[src/sps_pkg.sv]
// Constants shared by the serial peripheral port design
package sps_pkg;
   // Control register field positions
   localparam int CTL_RATE_HI  = 7;
   localparam int CTL_ENABLE   = 6;
   localparam int CTL_SS_IGN   = 5;
   localparam int CTL_MASTER   = 4;
   localparam int CTL_IDLE_LVL = 3;
   localparam int CTL_PHASE    = 2;
   localparam int CTL_RATE_MID = 1;
   localparam int CTL_RATE_LO  = 0;
   localparam logic [7:0] CTL_RESET = 8'h14;
   // Status register field positions, unused bits read zero
   localparam int STA_DONE     = 7;
   localparam int STA_COLL     = 6;
   localparam int STA_FAULT    = 4;
   // Rate codes without a generator
   localparam logic [2:0] RATE_NONE_LO = 3'h0;
   localparam logic [2:0] RATE_NONE_HI = 3'h7;
   // Index of the last serial clock edge in a byte (two per bit) and of the last bit
   localparam logic [3:0] LAST_EDGE = 4'hf;
   localparam logic [2:0] LAST_BIT  = 3'h7;
endpackage : sps_pkg

[src/sps_port.sv]
// Serial peripheral port: master or slave byte shifter with control and status
`timescale 1ns/1ns
`default_nettype none

module sps_port
   import sps_pkg::*;
(
   // Clock and reset
   input  wire logic       clk_sys_in,
   input  wire logic       sys_rst_in,
   // Software access
   input  wire logic       ctrl_wr_in,
   input  wire logic [7:0] ctrl_data_in,
   input  wire logic       data_wr_in,
   input  wire logic [7:0] data_in,
   input  wire logic       status_rd_in,
   input  wire logic       data_rd_in,
   output logic      [7:0] ctrl_out,
   output logic      [7:0] status_out,
   output logic      [7:0] rx_data_out,
   // Requests
   output logic            tx_irq_out,
   output logic            err_irq_out,
   // Serial clock pin
   input  wire logic       sck_in,
   output logic            sck_out,
   output logic            sck_oe_out,
   // Master out, slave in pin
   input  wire logic       mosi_in,
   output logic            mosi_out,
   output logic            mosi_oe_out,
   // Master in, slave out pin
   input  wire logic       miso_in,
   output logic            miso_out,
   output logic            miso_oe_out,
   // Slave select pin
   input  wire logic       ss_in
);

   // Whole register image; one clocked process copies it
   typedef struct packed {
      logic [7:0] ctrl;
      logic [7:0] shift;
      logic [7:0] rx;
      logic       done;
      logic       coll;
      logic       fault;
      logic       arm_done;
      logic       arm_coll;
      logic       arm_fault;
      logic       busy;
      logic [3:0] edge_cnt;
      logic [2:0] bit_cnt;
      logic [6:0] div_cnt;
      logic       sck_prev;
      logic       ss_prev;
      logic       sck_o;
      logic       sck_oe;
      logic       mosi_o;
      logic       mosi_oe;
      logic       miso_o;
      logic       miso_oe;
      logic [7:0] status;
      logic       tx_irq;
      logic       err_irq;
   } sps_state_type;

   sps_state_type s;
   sps_state_type next_s;

   // Half of the serial clock period in system cycles, minus one
   function automatic logic [6:0] half_reload(input logic [2:0] code);
      logic [7:0] half;
      half = 8'h01 << code;
      return 7'(half - 8'h01);
   endfunction

   // Three rate bits are scattered over the control byte
   function automatic logic [2:0] rate_code(input logic [7:0] ctrl);
      return {ctrl[CTL_RATE_HI], ctrl[CTL_RATE_MID], ctrl[CTL_RATE_LO]};
   endfunction

   // Codes 0 and 7 have no generator behind them
   function automatic logic rate_valid(input logic [2:0] code);
      return (code != RATE_NONE_LO) && (code != RATE_NONE_HI);
   endfunction

   // A slave listens on a low select, or always with phase one and select ignored
   function automatic logic slave_selected(input logic       ss,
                                           input logic [7:0] ctrl);
      logic forced;
      forced = ctrl[CTL_PHASE] && ctrl[CTL_SS_IGN];
      return !ss || forced;
   endfunction

   // Serial clock and master out pins belong to the port only while it is an enabled master
   function automatic logic master_active(input logic [7:0] ctrl);
      return ctrl[CTL_ENABLE] && ctrl[CTL_MASTER];
   endfunction

   // An enabled slave drives its data pin only while selected
   function automatic logic slave_driving(input logic       ss,
                                          input logic [7:0] ctrl);
      return ctrl[CTL_ENABLE] && !ctrl[CTL_MASTER] && slave_selected(ss, ctrl);
   endfunction

   // Serial clock leaving its idle level
   function automatic logic leaves_idle(input logic prev,
                                        input logic now,
                                        input logic pol);
      return (prev == pol) && (now != pol);
   endfunction

   // Serial clock returning to its idle level
   function automatic logic returns_idle(input logic prev,
                                         input logic now,
                                         input logic pol);
      return (prev != pol) && (now == pol);
   endfunction

   // New bit enters at the bottom so the first bit ends up most significant
   function automatic logic [7:0] shift_in(input logic [7:0] shreg,
                                           input logic       din);
      return {shreg[6:0], din};
   endfunction

   // Status byte with unused bits reading zero
   function automatic logic [7:0] status_word(input logic done,
                                              input logic coll,
                                              input logic fault);
      logic [7:0] word;
      word            = 8'h00;
      word[STA_DONE]  = done;
      word[STA_COLL]  = coll;
      word[STA_FAULT] = fault;
      return word;
   endfunction

   logic       en;
   logic       mst;
   logic       clock_idle_level;
   logic       clock_sample_edge;
   logic       ss_ign;
   logic [2:0] rate;
   logic       rate_ok;
   logic       sel;
   logic       lead;
   logic       trail;
   logic       m_tick;
   logic       m_lead;

   always_comb begin
      next_s = s;
      en      = s.ctrl[CTL_ENABLE];
      mst     = s.ctrl[CTL_MASTER];
      clock_idle_level    = s.ctrl[CTL_IDLE_LVL];
      clock_sample_edge    = s.ctrl[CTL_PHASE];
      ss_ign  = s.ctrl[CTL_SS_IGN];
      rate    = rate_code(s.ctrl);
      rate_ok = rate_valid(rate);
      sel     = slave_selected(ss_in, s.ctrl);
      lead    = leaves_idle(s.sck_prev, sck_in, clock_idle_level);
      trail   = returns_idle(s.sck_prev, sck_in, clock_idle_level);
      m_tick  = 1'b0;
      m_lead  = 1'b0;
      next_s.sck_prev = sck_in;
      next_s.ss_prev  = ss_in;

      // Clearing sequences; hardware sets below take priority
      if (status_rd_in) begin
         next_s.arm_done  = s.done;
         next_s.arm_coll  = 1'b1;
         next_s.arm_fault = s.fault;
      end
      if (data_rd_in && s.arm_done) begin
         next_s.done     = 1'b0;
         next_s.arm_done = 1'b0;
      end
      if ((data_rd_in || data_wr_in) && s.arm_coll) begin
         next_s.coll     = 1'b0;
         next_s.arm_coll = 1'b0;
      end
      if (ctrl_wr_in) begin
         next_s.ctrl = ctrl_data_in;
         if (s.arm_fault) begin
            next_s.fault     = 1'b0;
            next_s.arm_fault = 1'b0;
         end
      end

      // Data write: load when idle, flag collision otherwise
      if (data_wr_in) begin
         if (s.busy) begin
            next_s.coll = 1'b1;
         end else begin
            next_s.shift = data_in;
            if (en && mst) begin
               next_s.busy     = 1'b1;
               next_s.edge_cnt = 4'h0;
               next_s.div_cnt  = half_reload(rate);
               if (!clock_sample_edge) begin
                  next_s.mosi_o = data_in[7];
               end
            end else if (en && !clock_sample_edge && sel) begin
               next_s.miso_o = data_in[7];
            end
         end
      end

      if (!en) begin
         next_s.busy    = 1'b0;
         next_s.bit_cnt = 3'h0;
         next_s.sck_o   = clock_idle_level;
      end else if (mst) begin
         // Master: divider gives one enable per serial clock half period
         if (!s.busy) begin
            next_s.sck_o = clock_idle_level;
         end else if (rate_ok) begin
            if (s.div_cnt == 7'h00) begin
               m_tick = 1'b1;
               next_s.div_cnt = half_reload(rate);
            end else begin
               next_s.div_cnt = s.div_cnt - 7'h01;
            end
         end
         if (m_tick) begin
            m_lead       = !s.edge_cnt[0];
            next_s.sck_o = !s.sck_o;
            if (m_lead != clock_sample_edge) begin
               next_s.shift = shift_in(s.shift, miso_in);
            end else begin
               next_s.mosi_o = s.shift[7];
            end
            next_s.edge_cnt = s.edge_cnt + 4'h1;
            if (s.edge_cnt == LAST_EDGE) begin
               next_s.busy = 1'b0;
               next_s.done = 1'b1;
               next_s.rx   = next_s.shift;
            end
         end
         // Low select while master means another master is on the bus
         // An abort leaves the half shifted byte in place; done stays clear
         if (!ss_in && !ss_ign) begin
            next_s.fault = 1'b1;
            next_s.ctrl[CTL_ENABLE] = 1'b0;
            next_s.ctrl[CTL_MASTER] = 1'b0;
            next_s.busy  = 1'b0;
            next_s.sck_o = clock_idle_level;
         end
      end else begin
         // Slave: serial clock taken as synchronous, needs slow edges
         // Deselecting restarts the bit count, so a cut byte is thrown away
         if (!sel) begin
            next_s.busy    = 1'b0;
            next_s.bit_cnt = 3'h0;
         end else begin
            if (!clock_sample_edge && s.ss_prev && !ss_in) begin
               next_s.busy   = 1'b1;
               next_s.miso_o = s.shift[7];
            end
            if (clock_sample_edge ? trail : lead) begin
               next_s.shift   = shift_in(s.shift, mosi_in);
               next_s.bit_cnt = s.bit_cnt + 3'h1;
               if (s.bit_cnt == LAST_BIT) begin
                  next_s.rx   = next_s.shift;
                  next_s.done = 1'b1;
                  next_s.busy = 1'b0;
               end
            end
            if (clock_sample_edge ? lead : trail) begin
               next_s.miso_o = s.shift[7];
               if (clock_sample_edge) begin
                  next_s.busy = 1'b1;
               end
            end
         end
      end

      // Pin drive and registered views
      next_s.sck_oe  = master_active(next_s.ctrl);
      next_s.mosi_oe = next_s.sck_oe;
      next_s.miso_oe = slave_driving(ss_in, next_s.ctrl);
      next_s.status  = status_word(next_s.done, next_s.coll, next_s.fault);
      next_s.tx_irq  = next_s.done;
      next_s.err_irq = next_s.fault && !next_s.ctrl[CTL_SS_IGN];
   end

   always_ff @(posedge clk_sys_in) begin
      if (sys_rst_in) begin
         s          <= '0;
         s.ctrl     <= CTL_RESET;
         s.sck_prev <= CTL_RESET[CTL_IDLE_LVL];
         s.ss_prev  <= 1'b1;
         s.sck_o    <= CTL_RESET[CTL_IDLE_LVL];
      end else begin
         s <= next_s;
      end
   end

   assign ctrl_out    = s.ctrl;
   assign status_out  = s.status;
   assign rx_data_out = s.rx;
   assign tx_irq_out  = s.tx_irq;
   assign err_irq_out = s.err_irq;
   assign sck_out     = s.sck_o;
   assign sck_oe_out  = s.sck_oe;
   assign mosi_out    = s.mosi_o;
   assign mosi_oe_out = s.mosi_oe;
   assign miso_out    = s.miso_o;
   assign miso_oe_out = s.miso_oe;

endmodule // sps_port

`default_nettype wire

[config.mk]
export PLATFORM = sky130hd
export DESIGN_NAME = sps_port
export DESIGN_NICKNAME = d
export VERILOG_FILES = /design/src/sps_pkg.sv /design/src/sps_port.sv
export SDC_FILE = /design/constraint.sdc
export NUM_CORES = 1
export LEC_CHECK = 0
export ABC_AREA = 1
export BUFFER_PORTS_ARGS = -buffer_cell sky130_fd_sc_hd__buf_4
export CAP_MARGIN = 30
export CORE_MARGIN = 4
export CORE_UTILIZATION = 40
export DETAILED_ROUTE_END_ITERATION = 16
export PLACE_DENSITY_LB_ADDON = 0.08
export SLEW_MARGIN = 10
export SYNTH_ARGS = -nofsm -noshare
export SYNTH_HDL_FRONTEND = slang
export SYNTH_SLANG_ARGS = --single-unit
[constraint.sdc]
create_clock -name clk_sys_in -period 1.85 [get_ports clk_sys_in]
set_input_delay 0.2775 -clock clk_sys_in [delete_from_list [all_inputs] [get_ports clk_sys_in]]
set_output_delay 0.2775 -clock clk_sys_in [all_outputs]
set_load 0.02 [all_outputs]
==> metrics <==
max cap viols 0; ANT nets after route 0; Cell variety after synth between 40 and 50; Post-DP Area 0.003866 mm2; DRT Pass-1 Iters 5; Synth Register Bits 53; crit start category flip-flop; Clk Latency, worst-skew pair 310 ps; CTS Buf Count 5; R2R cell count 12; CP endpoint kind flip-flop; crit path DAT between 1500 and 2000 ps; Util after Layout 49.66%; antenna violations before repair 0; Total Wirelength ~9.9 mm; initial DRC count 189; FP Rows 33; pwr dens 641.1 mW/mm2; Hold Path Class in2reg; Final WS setup 70.81 ps; fmax 0.5621 GHz; Worst-path clk slew approximately 110 ps; dpl ws 69.24 ps; largest net degree at the start of global routing 20; CTS H-Tree Depth 2; setup slack, reg-to-reg between 70 and 80 ps; max-slew violations 0; via count 3498; die area ~0.01 mm2; Sinks on Clock Net 53; most frequent cells in the layout 147 x nand2_1, 76 x buf_4, 58 x nor2_1; Fin Setup TNS 0 ps; Finished Layout Cells 705; DPL Wire Length ~7.4 mm; GR Overflow Total 0; GPL Wtd Cong 0.8492; endpoints failing setup 0; CTS root buf clkbuf_8; final non-filler cell area 0.004121 mm2; Layout fillers 863; Yosys top cell area share between 30% and 40%; Placed Instances between 600 and 700; worst clock skew 8.140 ps; CP Class reg2reg; sequential area share after synthesis about 31%; # nets final 630; Leak Pwr 2.024 nW; maximum VDD drop 340.7 uV; Ys Warns 0; hold depth 2; Critical Path RT 2060 ps; Mapped Area ~0.0034 mm2; Syn Area/Cell between 6 and 7 um2; status finished, final reports clean; starting density of the core 41.35%; PortBufs 52; vias in the first global route 3311; layout cells sized above 1 21.00%; Total GRT Usage 19.29%; Fin. Hold Viols 0; vias per inst 4.962; Core ar. 0.008299 mm2; Post-Synthesis Cells ~540; Final min period 1779 ps; Die X roughly 100 um; largest cells by area after synthesis dfxtp_1 31%, nand2_1 17%, nor2_1 6.5%; drt wl/cell 14.06 um; Clock Path Buffers 2; period utilization a little over nine tenths; chip height 100.6 um; # DRC 0; first-pass GRT wire length roughly 16 mm; ANT cells 0; largest area contributor in the netlist dfxtp_1; leading cell type in the layout, fill and taps excluded nand2_1; Crit Path Max Fanout 8; Top Ports 58; Area Overhead vs Synth 20.09%; RSZ-0062 raised after global routing true; CTS tree built
## flip-flops by register name (all words and copies together) (netlist names)
register and cells:
s 28, sck_out 1, mosi_oe_out 1, mosi_out 1, miso_out 1, ctrl_out 8
miso_oe_out 1, status_out 3, rx_data_out 8, err_irq_out 1
## critical path: stages (launching register included)
cell	delay [ps]
dfxtp_2	340
inv_1	60
ha_2	190
nand2_2	80
nor2_4	140
nand2_4	80
inv_6	90
nand2_8	80
o21ai_4	200
buf_6	140
nand2_8	70
nor2_1	130
nor2_1	60
## worst paths after layout
check                           startpoint                     endpoint
hold / removal                status_rd_in             s[33]$_SDFF_PP0_
setup reg to reg          s[19]$_SDFF_PP0_  rx_data_out[1]$_SDFFE_PP0P_
hold reg to reg   status_out[6]$_SDFF_PP0_     status_out[6]$_SDFF_PP0_
setup / recovery          s[19]$_SDFF_PP0_  rx_data_out[1]$_SDFFE_PP0P_
## cell families after synthesis
family / synth area share [%]
simple gates: 37.04
buf+inv: 14.87
compound gates: 13.71
flops: 30.92
xor+xnor: 1.531
fa+ha+maj: 1.823
other cells: 0.1093
## final cells by class
| cell class | instances | area [um2] | area share, % |
|---|---|---|---|
| clock inverter | 3 | 22.52 | 0.5464 |
| multi-input combinational | 393 | 1948 | 47.27 |
| clock buffer | 5 | 68.82 | 1.670 |
| sequential | 53 | 1064 | 25.80 |
| tap | 105 | 131.4 | 3.188 |
| inverter | 66 | 254.0 | 6.163 |
| timing repair buffer | 80 | 633.1 | 15.36 |
## report_power, final
group | internal (mW) | total, mW | switching [mW]
combinational | 0.277 | 0.708 | 0.431
sequential | 1.19 | 1.24 | 0.0468
clock | 0.267 | 0.693 | 0.426
## per-stage QoR
| step | total power, mW | hold slack, ps |
|---|---|---|
| after floorplan | 1.706 | 369.0 |
| after global placement | 1.893 | 457.1 |
| after detailed placement | 1.897 | 463.3 |
| after CTS | 2.589 | 169.2 |
| after global routing | 2.782 | 175.4 |
| final | 2.642 | 170.5 |
## cells in the mapped netlist
cell and n:
buf_4 26, xnor2_1 1, o22ai_1 1, nor2_1 59, nand3b_1 2, nand2_1 151, nand2_4 2, o21ai_2 1
o21a_1 1, nand3_1 39, conb_1 1, xor2_1 5, inv_1 58, nor2_2 1, nor3_4 1, o21ai_1 5
o31ai_1 1, ha_1 5, o21ai_0 32, dfxtp_1 53, inv_2 6, nand4_1 9, buf_6 2, a21oi_1 31
clkinv_2 2, clkbuf_1 4, o211a_1 1, buf_2 4, nor2_4 1, nor3_1 11, buf_1 2, a21oi_2 1
o211ai_1 5, nand3_4 1, o21ai_4 1, and2_1 3, or2_2 4, or2_0 1, a211oi_1 2, nand2_2 6
a31oi_1 2
## per-layer routing
layer / global-route usage, % / share of wire, % / vias to the layer above
met2: 30.28 / 45 / 126
met1: 27.49 / 48 / 1537
met5: 0 / 0 / -
li1: - / - / 1824
met3: 3.737 / 6.2 / 11
met4: 3.938 / 0.98 / 0
## what timing repair did
action | 4_1_cts | 5_1_grt
resized for setup | 0 | 21
setup endpoints to repair | 0 | 16
buffers inserted | 0 | 7
hold buffers | 0 | 0
(Power assumes the default switching activity.)
